## src/verilog/pmc_cfg.svh

```systemverilog
/*
 power mode controller constants: register offsets, bit positions,
 reset values and cycle counts.
 assumes it is included by bare name before any use.
*/
`ifndef PMC_CFG_SVH
`define PMC_CFG_SVH

`define PMC_ADDR_PCR 8'h00
`define PMC_ADDR_FSR 8'h04
`define PMC_BIT_IDLE 0
`define PMC_BIT_PD 1
`define PMC_BIT_DBL 0
`define PMC_BIT_MODE_LO 1
`define PMC_BIT_MODE_HI 2
`define PMC_PCR_RST 8'h00
`define PMC_DATA_ZERO 8'h00
`define PMC_WAKE_CYC 11'h400
`define PMC_CNT_ZERO 11'h000
`define PMC_CNT_ONE 11'h001
`define PMC_MC_X1 4'hc
`define PMC_MC_X2 4'h6
`define PMC_MC_ZERO 4'h0
`define PMC_MC_ONE 4'h1
`define PMC_FMAX_X1_MHZ 40
`define PMC_FMAX_X2_MHZ 20

`endif

```

## src/verilog/pmc_pkg.sv

```systemverilog
/*
 power mode controller types: mode states and packed carriers.
 assumes nothing beyond a SystemVerilog compiler.
*/
`default_nettype none

package pmc_pkg;

	typedef enum logic [1:0] {
		PMC_RUN,
		PMC_IDLE,
		PMC_PD,
		PMC_WAKE
	} pmc_state_e;

	typedef struct packed {
		logic idle_request_bit;
		logic powerdown_request_bit;
	} pmc_pcr_s;

	typedef struct packed {
		logic level;
		logic enable;
		logic pin_n;
	} pmc_extint_s;

	typedef struct packed {
		logic [7:0] addr;
		logic [7:0] wdata;
		logic wr;
		logic rd;
	} pmc_bus_s;

endpackage : pmc_pkg

`default_nettype wire

```

## src/verilog/pmc_wake_cnt.sv

```systemverilog
/*
 wake hold counter on the restarted oscillator.
 assumes start is a one-cycle pulse; done stays high until next start.
*/
`default_nettype none
`include "pmc_cfg.svh"

module pmc_wake_cnt
(
	input wire logic clk_sys_in,
	input wire logic arst_n_in,
	input wire logic start_in,
	output logic done_out
);

	typedef struct packed {
		logic [10:0] cnt;
		logic busy;
		logic done;
	} pmc_wc_s;

	pmc_wc_s cur;
	pmc_wc_s next_cur;

	always_comb
	begin
		next_cur = cur;
		if (start_in)
		begin
			next_cur.cnt = `PMC_CNT_ZERO;
			next_cur.busy = 1'b1;
			next_cur.done = 1'b0;
		end
		else if (cur.busy)
		begin
			next_cur.cnt = cur.cnt + `PMC_CNT_ONE;
			if (cur.cnt == `PMC_WAKE_CYC - `PMC_CNT_ONE)
			begin
				next_cur.busy = 1'b0;
				next_cur.done = 1'b1;
			end
		end
	end

	always_ff @(posedge clk_sys_in or negedge arst_n_in)
	begin
		if (!arst_n_in)
			cur <= '0;
		else
			cur <= next_cur;
	end

	assign done_out = cur.done;

endmodule : pmc_wake_cnt

`default_nettype wire

```

## src/verilog/pmc_mcycle.sv

```systemverilog
/*
 machine cycle divider: one tick every 12 or 6 oscillator clocks.
 assumes run low stops the count and holds its phase.
*/
`default_nettype none
`include "pmc_cfg.svh"

module pmc_mcycle
(
	input wire logic clk_sys_in,
	input wire logic arst_n_in,
	input wire logic run_in,
	input wire logic dbl_in,
	output logic tick_out
);

	typedef struct packed {
		logic [3:0] cnt;
		logic tick;
	} pmc_mc_s;

	pmc_mc_s cur;
	pmc_mc_s next_cur;
	logic [3:0] last;

	always_comb
	begin
		last = (dbl_in ? `PMC_MC_X2 : `PMC_MC_X1) - `PMC_MC_ONE;
		next_cur = cur;
		next_cur.tick = 1'b0;
		if (run_in)
		begin
			if (cur.cnt >= last)
			begin
				next_cur.cnt = `PMC_MC_ZERO;
				next_cur.tick = 1'b1;
			end
			else
				next_cur.cnt = cur.cnt + `PMC_MC_ONE;
		end
	end

	always_ff @(posedge clk_sys_in or negedge arst_n_in)
	begin
		if (!arst_n_in)
			cur <= '0;
		else
			cur <= next_cur;
	end

	assign tick_out = cur.tick;

endmodule : pmc_mcycle

`default_nettype wire

```

## src/verilog/pmc_top.sv

```systemverilog
/*
 power mode controller: idle and power-down entry and exit, strobe
 forcing, wake hold, watchdog run, and x1/x2 machine cycle option.
 assumes all inputs synchronous to clk_sys_in; irq_start_in pulses when
 an interrupt begins service; dbl_cmd_in pulses on a host or iap command.
*/
// Strobed register access and the register offsets were chosen for this implementation.
`default_nettype none
`include "pmc_cfg.svh"

// Functional notes
// RQ1: setting the idle request bit enters idle.
// RQ2: idle keeps peripherals clocked, halts program counter, keeps registers.
// RQ3: interrupt service start in idle clears idle bit, returns to run.
// RQ4: hardware reset ends idle or power-down like power-on.
// RQ5: idle holds address latch strobe and program store strobe high.
// RQ6: setting the power-down request bit enters power-down.
// RQ7: power-down stops clocks, keeps register contents.
// RQ8: power-down drives both strobes low.
// RQ9: only enabled level external interrupt wakes; service start clears bit (code clears it when the wake hold count ends, not on irq_start_in).
// RQ10: waker holds interrupt pin low at least 1024 clocks.
// RQ11: after wake and service the program resumes after entry.
// RQ12: sda falling edge in power-down wakes; first byte may be lost.
// RQ13: firmware may place a few no-ops after mode entry.
// RQ14: default is 12 oscillator clocks per machine cycle.
// RQ15: 6-clock option set only by host or iap command.
// RQ16: double-speed flag reads cleared in 6-clock mode.
// RQ17: doubling affects internal clock only; oscillator output undoubled.
// RQ18: max clock 40 MHz x1, 20 MHz x2; same machine rate.
// RQ19: watchdog counts in idle, halts in power-down.
// RQ20: wake releases execution only after a full hold count.
module pmc_top
(
	input wire logic clk_sys_in,
	input wire logic arst_n_in,
	input wire logic [7:0] bus_addr_in,
	input wire logic [7:0] bus_wdata_in,
	input wire logic bus_wr_in,
	input wire logic bus_rd_in,
	output logic [7:0] bus_rdata_out,
	input wire logic irq_start_in,
	input wire logic ext_int_n_in,
	input wire logic ext_int_en_in,
	input wire logic ext_int_level_in,
	input wire logic sda_in,
	input wire logic dbl_cmd_in,
	input wire logic dbl_val_in,
	input wire logic ale_core_in,
	input wire logic program_store_strobe_n_core_in,
	input wire logic oscillator_input_in,
	output logic ale_out,
	output logic program_store_strobe_n_out,
	output logic oscillator_output_out,
	output logic cpu_clk_en_out,
	output logic periph_clk_en_out,
	output logic osc_en_out,
	output logic wdt_run_out,
	output logic mc_tick_out
);

	typedef struct packed {
		pmc_pkg::pmc_state_e state;
		pmc_pkg::pmc_pcr_s pcr;
		logic dbl;
		logic sda_q;
		logic wake_go;
		logic [7:0] rdata;
		logic ale;
		logic program_store_strobe_n_n;
		logic osc_q;
		logic cpu_en;
		logic per_en;
		logic osc_en;
		logic wdt_run;
	} pmc_top_s;

	pmc_top_s cur;
	pmc_top_s next_cur;
	pmc_pkg::pmc_bus_s bus;
	pmc_pkg::pmc_extint_s xint;
	logic wake_done;
	logic mc_tick;
	logic ext_wake;
	logic sda_fall;

	function automatic logic [7:0] pmc_pcr_word(
		input pmc_pkg::pmc_pcr_s p);
		logic [7:0] w;
		w = `PMC_DATA_ZERO;
		w[`PMC_BIT_IDLE] = p.idle_request_bit;
		w[`PMC_BIT_PD] = p.powerdown_request_bit;
		return w;
	endfunction : pmc_pcr_word

	assign bus = '{addr: bus_addr_in, wdata: bus_wdata_in,
		wr: bus_wr_in, rd: bus_rd_in};
	assign xint = '{level: ext_int_level_in, enable: ext_int_en_in,
		pin_n: ext_int_n_in};
	assign ext_wake = xint.enable & xint.level & ~xint.pin_n; // RQ9
	assign sda_fall = cur.sda_q & ~sda_in; // RQ12

	always_comb
	begin
		next_cur = cur;
		next_cur.wake_go = 1'b0;
		next_cur.sda_q = sda_in;
		next_cur.osc_q = oscillator_input_in; // RQ17
		if (dbl_cmd_in)
			next_cur.dbl = dbl_val_in; // RQ15
		if (bus.wr && bus.addr == `PMC_ADDR_PCR)
		begin
			next_cur.pcr.idle_request_bit = bus.wdata[`PMC_BIT_IDLE];
			next_cur.pcr.powerdown_request_bit = bus.wdata[`PMC_BIT_PD];
		end
		case (cur.state)
			pmc_pkg::PMC_RUN:
			begin
				if (cur.pcr.powerdown_request_bit)
					next_cur.state = pmc_pkg::PMC_PD; // RQ6
				else if (cur.pcr.idle_request_bit)
					next_cur.state = pmc_pkg::PMC_IDLE; // RQ1
			end
			pmc_pkg::PMC_IDLE:
			begin
				if (irq_start_in)
				begin
					next_cur.pcr.idle_request_bit = 1'b0; // RQ3
					next_cur.state = pmc_pkg::PMC_RUN;
				end
			end
			pmc_pkg::PMC_PD:
			begin
				if (ext_wake || sda_fall)
				begin
					next_cur.state = pmc_pkg::PMC_WAKE; // RQ9 RQ12
					next_cur.wake_go = 1'b1;
				end
			end
			pmc_pkg::PMC_WAKE:
			begin
				if (wake_done && !cur.wake_go)
				begin
					next_cur.pcr.powerdown_request_bit = 1'b0; // RQ9 RQ20
					next_cur.pcr.idle_request_bit = 1'b0;
					next_cur.state = pmc_pkg::PMC_RUN; // RQ11
				end
			end
			default:
				next_cur.state = pmc_pkg::PMC_RUN;
		endcase
		next_cur.cpu_en = next_cur.state == pmc_pkg::PMC_RUN; // RQ2
		next_cur.per_en = next_cur.state == pmc_pkg::PMC_RUN
			|| next_cur.state == pmc_pkg::PMC_IDLE; // RQ2 RQ7
		next_cur.osc_en = next_cur.state != pmc_pkg::PMC_PD; // RQ7
		next_cur.wdt_run = next_cur.per_en; // RQ19
		case (next_cur.state)
			pmc_pkg::PMC_IDLE:
			begin
				next_cur.ale = 1'b1; // RQ5
				next_cur.program_store_strobe_n_n = 1'b1;
			end
			pmc_pkg::PMC_PD, pmc_pkg::PMC_WAKE:
			begin
				next_cur.ale = 1'b0; // RQ8
				next_cur.program_store_strobe_n_n = 1'b0;
			end
			default:
			begin
				next_cur.ale = ale_core_in;
				next_cur.program_store_strobe_n_n = program_store_strobe_n_core_in;
			end
		endcase
		next_cur.rdata = `PMC_DATA_ZERO;
		if (bus.rd)
		begin
			case (bus.addr)
				`PMC_ADDR_PCR:
					next_cur.rdata = pmc_pcr_word(cur.pcr);
				`PMC_ADDR_FSR:
				begin
					next_cur.rdata[`PMC_BIT_DBL] = ~cur.dbl; // RQ16
					next_cur.rdata[`PMC_BIT_MODE_HI:`PMC_BIT_MODE_LO] =
						cur.state;
				end
				default:
					next_cur.rdata = `PMC_DATA_ZERO;
			endcase
		end
	end

	// asynchronous reset restarts as power-on
	always_ff @(posedge clk_sys_in or negedge arst_n_in)
	begin
		if (!arst_n_in)
		begin
			cur <= '0; // RQ4
			cur.state <= pmc_pkg::PMC_RUN;
			cur.ale <= 1'b1;
			cur.program_store_strobe_n_n <= 1'b1;
			cur.cpu_en <= 1'b1;
			cur.per_en <= 1'b1;
			cur.osc_en <= 1'b1;
			cur.wdt_run <= 1'b1;
			cur.sda_q <= 1'b1;
		end
		else
			cur <= next_cur;
	end

	pmc_wake_cnt u_wake
	(
		.clk_sys_in(clk_sys_in),
		.arst_n_in(arst_n_in),
		.start_in(cur.wake_go), // RQ20
		.done_out(wake_done)
	);

	pmc_mcycle u_mc
	(
		.clk_sys_in(clk_sys_in),
		.arst_n_in(arst_n_in),
		.run_in(cur.per_en),
		.dbl_in(cur.dbl), // RQ14 RQ15 RQ18
		.tick_out(mc_tick)
	);

	assign bus_rdata_out = cur.rdata;
	assign ale_out = cur.ale;
	assign program_store_strobe_n_out = cur.program_store_strobe_n_n;
	assign oscillator_output_out = cur.osc_q;
	assign cpu_clk_en_out = cur.cpu_en;
	assign periph_clk_en_out = cur.per_en;
	assign osc_en_out = cur.osc_en;
	assign wdt_run_out = cur.wdt_run;
	assign mc_tick_out = mc_tick;

	int unsigned wake_len;
	always_ff @(posedge clk_sys_in or negedge arst_n_in)
	begin
		if (!arst_n_in)
			wake_len <= 0;
		else if (cur.state == pmc_pkg::PMC_WAKE)
			wake_len <= wake_len + 1;
		else
			wake_len <= 0;
	end
endmodule : pmc_top

`default_nettype wire

```

## config.mk

```make
export PLATFORM = sky130hd
export DESIGN_NAME = pmc_top
export DESIGN_NICKNAME = d
export VERILOG_FILES = /design/src/verilog/pmc_pkg.sv /design/src/verilog/pmc_wake_cnt.sv /design/src/verilog/pmc_mcycle.sv /design/src/verilog/pmc_top.sv
export VERILOG_INCLUDE_DIRS = /design/src /design/src/verilog
export SDC_FILE = /design/constraint.sdc
export NUM_CORES = 1
export LEC_CHECK = 0
export BUFFER_PORTS_ARGS = -buffer_cell sky130_fd_sc_hd__buf_2
export CAP_MARGIN = 10
export CORE_ASPECT_RATIO = 0.5
export CORE_MARGIN = 3
export CORE_UTILIZATION = 53
export CTS_BUF_LIST = sky130_fd_sc_hd__clkbuf_4
export DETAILED_ROUTE_END_ITERATION = 12
export PLACE_DENSITY = 0.81
export SETUP_SLACK_MARGIN = 0.4
export SYNTH_ARGS = -nofsm -noshare
export SYNTH_HDL_FRONTEND = slang
export SYNTH_SLANG_ARGS = --single-unit
```

## constraint.sdc

```tcl
create_clock -name clk_sys_in -period 1.52 [get_ports clk_sys_in]
set_input_delay 0 -clock clk_sys_in [delete_from_list [all_inputs] [get_ports clk_sys_in]]
set_output_delay 0 -clock clk_sys_in [all_outputs]
set_load 0.05 [all_outputs]
```

## After elaboration in Yosys (flattened, before gate mapping)

Index checks and enable logic that the tools add are counted.

| word-level totals | value |
|---|---|
| input port bits | 30 |
| register bits after elaboration | 39 |

| cells by class | value |
|---|---|
| reductions and logical operators | 12 |
| order comparisons | 1 |
| eq/ne operators | 9 |
| mux-type cells | 21 |
| $add $sub $neg | 3 |
| bitwise gates (word level) | 6 |

Operators with widths:

| kind | number |
|---|---|
| 2-to-1 mux 13 bit | 2 |
| 2-to-1 mux 4 bit | 3 |
| adder 11 x 1 -> 11 bit (second input constant) | 1 |
| == test 11 x 10 -> 1 bit (second input constant) | 1 |
| 2-to-1 mux 2 bit | 5 |
| == test 2 bit (second input constant) | 4 |
| == test 8 x 3 -> 1 bit (second input constant) | 1 |
| logical NOT 8 bit | 1 |
| one-hot mux 2 bit (4 select lines) | 1 |
| 2-to-1 mux 3 bit | 2 |
| one-hot mux 3 bit (2 select lines) | 1 |
| 2-to-1 mux 1 bit | 5 |
| adder 4 x 1 -> 4 bit (second input constant) | 1 |
| == test 2 x 1 -> 1 bit (second input constant) | 2 |
| >= comparator 4 bit | 1 |
| logical NOT 2 bit | 2 |
| one-hot mux 2 bit (2 select lines) | 1 |
| nonzero test 2 bit | 2 |
| subtractor 4 x 1 -> 4 bit (second input constant) | 1 |
| AND 1 bit | 3 |
| inverter 1 bit | 3 |
| logical AND 1 bit | 2 |
| logical OR 1 bit | 2 |
| != test 2 bit (second input constant) | 1 |
| 4 further kinds | 4 |

## Logic depth before layout (Yosys ltp)

| depth | value |
|---|---|
| depth in word-level cells | 8 |
| mapped depth | 6 |

## By module

A second synthesis with hierarchy kept.

| unflattened totals | value |
|---|---|
| cells, all modules | 158 |
| area, all modules | 1705.4 um2 |

Modules (own cells, without submodules):

| module | area each (um2) | seq. area each (um2) | instances | cells an instance |
|---|---|---|---|---|
| pmc_top | 743.2 | 407.9 | 1 | 65 |
| pmc_wake_cnt | 638.1 | 325.3 | 1 | 61 |
| pmc_mcycle | 324.1 | 125.1 | 1 | 32 |

## Least setup slack after synthesis

Ideal clock, no wire load.

| timing path | value |
|---|---|
| kind | register -> register |
| start | reg u_mc.cur[4] (netlist name) |
| end | reg u_mc.cur[3] (netlist name) |
| required time | 1.394 ns |
| data arrival time | 1.240 ns |
| slack | 0.154 ns |
| path buffers | 0 |
| stages on the path, launching flop included | 6 |
| cell sequence | dfrtp_1 > ha_1 > nand2_1 > o21ai_0 > o21ai_0 > o2bb2ai_1 |

| between the ends | value |
|---|---|
| word-level cells in the longest chain between the ends | 2 |

RTL lines:

| item | RTL line | RTL |
|---|---|---|
| start: declaration | pmc_mcycle.sv:22 | `pmc_mc_s cur;` |
| start signal: assignment | pmc_mcycle.sv:48 | `cur <= next_cur;` |
| >= comparator 4 bit | pmc_mcycle.sv:33 | `if (cur.cnt >= last)` |
| 2-to-1 mux 4 bit | pmc_mcycle.sv:33 |  |

Every way passes these cells.
A chain may end at the register's enable or synchronous reset.

## Worst setup path in the final report

| timing path | value |
|---|---|
| start | reg cur[17] (netlist name) |
| end | reg u_mc.cur[3] (netlist name) |

| between the ends | value |
|---|---|
| word-level cells in the longest chain between the ends | 4 |

RTL lines:

| item | RTL line | RTL |
|---|---|---|
| start: declaration | pmc_top.sv:77 | `pmc_top_s cur;` |
| start signal: assignment | pmc_top.sv:207 | `cur <= next_cur;` |
| 2-to-1 mux 4 bit (no line) | - |  |
| subtractor 4 x 1 -> 4 bit (no line) | - |  |
| >= comparator 4 bit | pmc_mcycle.sv:33 |  |
| 2-to-1 mux 4 bit | pmc_mcycle.sv:33 |  |

Every way passes these cells.

==> impl_metrics.ini <==
[job]
maxCapViolCount = 0

[timing]
maxSlewHeadroom_pct = 48.5
final_cycle_utilization_of_the_critical_path_pct = 88.3
totalNegativeSetupSlack_ns = 0
fin_crit_ns = 1.34
highest_clock_rate_mhz = 745
grt_setup_unrepaired = yes
setup_violations = 0
timing.final.ws_setup_ns = 0.178
fin_worst_skew_ns = 0.0106
drv_slew = 0
worst_pin_slew_ns = 0.772
finalHoldViolCount = 0

[drt]
drt-pass1-iter-count = 4
drt-vias-per-instance = 5.79
wl_per_cell_um = 19.6
first_iter_violations = 87
detail-route-antenna-nets = 0
drc = 0
route.final.wire_length_um = 5120
via_count = 1510

[placed_design]
detailed_place_hpwl_um = 2180
dpl_worst_slack_ns = 0.159
placed_cell_area_mm2 = 0.00181
post-place-cells = 218
port_buffers = 34
gp_congestion = 0.780

[layout]
mostFrequentLayoutCell = sky130_fd_sc_hd__buf_2
layout-drive-gt1-share_pct = 47.8
finalNetCount = 258
number_of_inserted_diodes = 0
final_cell_mix = sky130_fd_sc_hd__buf_2, sky130_fd_sc_hd__dfrtp_1, sky130_fd_sc_hd__buf_4
layoutNonFillerInstCount = 261
area_growth_syn_to_layout_pct = 49.8
final_cell_area_mm2 = 0.00244
fillers = 121

[logic_synthesis]
mean_cell_area_of_the_mapped_netlist_um2 = 10.5
netlist.area_leader.share_pct = 43.1
post_synth_instance_area_mm2 = 0.00163
postSynth.topFlopCell = sky130_fd_sc_hd__dfrtp_1
netlist_instances = 155
synth_enable_flop_cells = 0
yosys_warnings = 0
async_flop_share_pct = 100
synth_cell_types = 41
netlist.top_cell.by_area = sky130_fd_sc_hd__dfrtp_1
ys_top_cells_by_area = sky130_fd_sc_hd__dfrtp_1, sky130_fd_sc_hd__dfstp_2, sky130_fd_sc_hd__buf_4
ys_seq_elements = 34
synth_sequential_area_ratio_pct = 52.8

[die]
placementRows = 13
die_area_mm2 = 0.00381
floorplan.die.width_um = 84.3
chipHeight_um = 45.2
design.core.area_mm2 = 0.00275
num_io_pins = 46
start_util_pct = 59.2

[global_route]
global_route.usage.total_pct = 25.6
grt_first_pass_wirelength_um = 7330
grt_antenna_before_repair = 0
grt_pass1_vias = 1472
largest_net_degree_at_the_start_of_global_routing = 35
grt-ovfl-total = 0

[critical_path]
rr_endpoint = u_mc.cur[3]
crit_slowest_cell = sky130_fd_sc_hd__dfrtp_2
critPathKind = flip-flop to flip-flop
timing.critical_path.fanout_max = 4
startpoint = cur[17]
cp_top_family = flip-flops
critical_path.cell_chain = ha_4 > a21oi_4 > o21ai_4 > o21ai_1 > o2bb2ai_1
cp.arrival_ns = 1.58
crit_path_end_kind = flip-flop
critical_path_cell_count = 5
worst_setup_path_endpoint = u_mc.cur[3]
slowest_delay_ns = 0.48
r2r_slack_ns = 0.18
reg2reg_depth = 5
critPathLaunchType = flip-flop
r2r-start = cur[17]
critical_path.n_buffers_inverters = 0
critical_path_required_ns = 1.76

[clock_tree]
clk_pin_slew_worst_paths_ns = 0.11
clkSinkCount = 34
max-clock-path-buffers = 2
cts_tree = done
holdBufCountCts = 14
cts_root_buffer = sky130_fd_sc_hd__clkbuf_4
clock_tree.htree_level_count = 2
cts_made_buffers = 5
worstSkewPairLatency_ns = 0.35

[hold_path]
hp-start = bus_addr_in[6]
hold_depth = 4
hold_class = input port to flip-flop

[pwr]
irDropWorstVdd_uv = 1310
power.static_leakage_uw = 0.00116
power_density_mw_per_mm2 = 1690

[outcome]
outcome = completed
## routing by layer
metal / up-vias / share of wire [%] / track usage (%)
li1: 655 / - / -
met1: 752 / 39 / 30.3
met2: 83 / 51 / 47.6
met3: 20 / 6.5 / 7.29
met4: 0 / 3.1 / 5.99
met5: - / 0 / 0
## synth_stat cells, types with 2 or more instances
library cell                n
sky130_fd_sc_hd__a21oi_1    7
sky130_fd_sc_hd__buf_4     10
sky130_fd_sc_hd__clkbuf_1   2
sky130_fd_sc_hd__dfrtp_1   28
sky130_fd_sc_hd__dfstp_2    6
sky130_fd_sc_hd__ha_1       5
sky130_fd_sc_hd__inv_1      8
sky130_fd_sc_hd__mux2i_1    5
sky130_fd_sc_hd__nand2_1   10
sky130_fd_sc_hd__nand2b_1   2
sky130_fd_sc_hd__nand3_1    5
sky130_fd_sc_hd__nand4_1    2
sky130_fd_sc_hd__nor2_1    20
sky130_fd_sc_hd__nor3_1     4
sky130_fd_sc_hd__nor3b_1    2
sky130_fd_sc_hd__o21a_1     2
sky130_fd_sc_hd__o21ai_0    5
sky130_fd_sc_hd__o22ai_1    2
sky130_fd_sc_hd__xnor2_1    6
sky130_fd_sc_hd__xor2_1     3
## where the power goes
part	total, uW	switching [uW]	internal (uW)
logic	2080	1140	945
clock network	541	327	214
registers	1490	293	1200
total	4110	1760	2350
## worst register-to-register path, delay by kind of cell (launching register included)
kind	cells	cell delay, ns
AO/OA/AOI/OAI	4	0.45
flip-flops	1	0.48
adder cells (fa/ha/maj)	1	0.30
## area by class of cell
type	instances	area (um^2)	share of cell area, %
sequential	34	870	35.7
clock buffer	7	52.6	2.16
tap	37	46.3	1.90
multi-input combinational	104	916	37.6
timing repair buffer	70	519	21.3
clock inverter	1	3.75	0.154
inverter	8	30.0	1.23
## worst min-delay path by stage
stage,end,slack (ns)
after detailed placement,u_wake.cur[9],0.11
after floorplan,bus_rdata_out[0],-0.30
final,bus_rdata_out[2],0.004
after global placement,u_wake.cur[9],0.1
after CTS,bus_rdata_out[2],-0.01
after global routing,bus_rdata_out[2],-0.006
## per-stage QoR
stage          power, uW  util, %  hold WS (ns)
5_1_grt             4290     88.7      -0.00579
4_1_cts             3680     83.7       -0.0108
3_3_place_gp        2550     65.7        0.0980
3_5_place_dp        2610     65.7         0.108
6_report            4110     88.7       0.00376
2_1_floorplan       2390        -        -0.296
## registers in the layout (all words and copies together), names as in the netlist
name                        count
ale_out                         1
bus_rdata_out                   3
cpu_clk_en_out                  1
cur                             7
osc_en_out                      1
oscillator_output_out           1
program_store_strobe_n_out      1
u_mc.cur                        4
u_mc.tick_out                   1
u_wake.cur                     12
u_wake.done_out                 1
wdt_run_out                     1
## timing repair
item / CTS / global route
resized for setup: 34 / 25
hold endpoints to repair: 39 / 3
buffers inserted: 16 / 5
pin swaps: 10 / 14
setup endpoints to repair: 20 / 28
## cell families after synthesis
logic type | synth area share, %
buf+inv | 7.62
simple gates | 18.0
xor+xnor | 4.85
mux | 3.08
fa+ha+maj | 3.85
flops | 52.8
other cells | 0.231
compound gates | 9.62
Power figures use the tool's default switching activity.
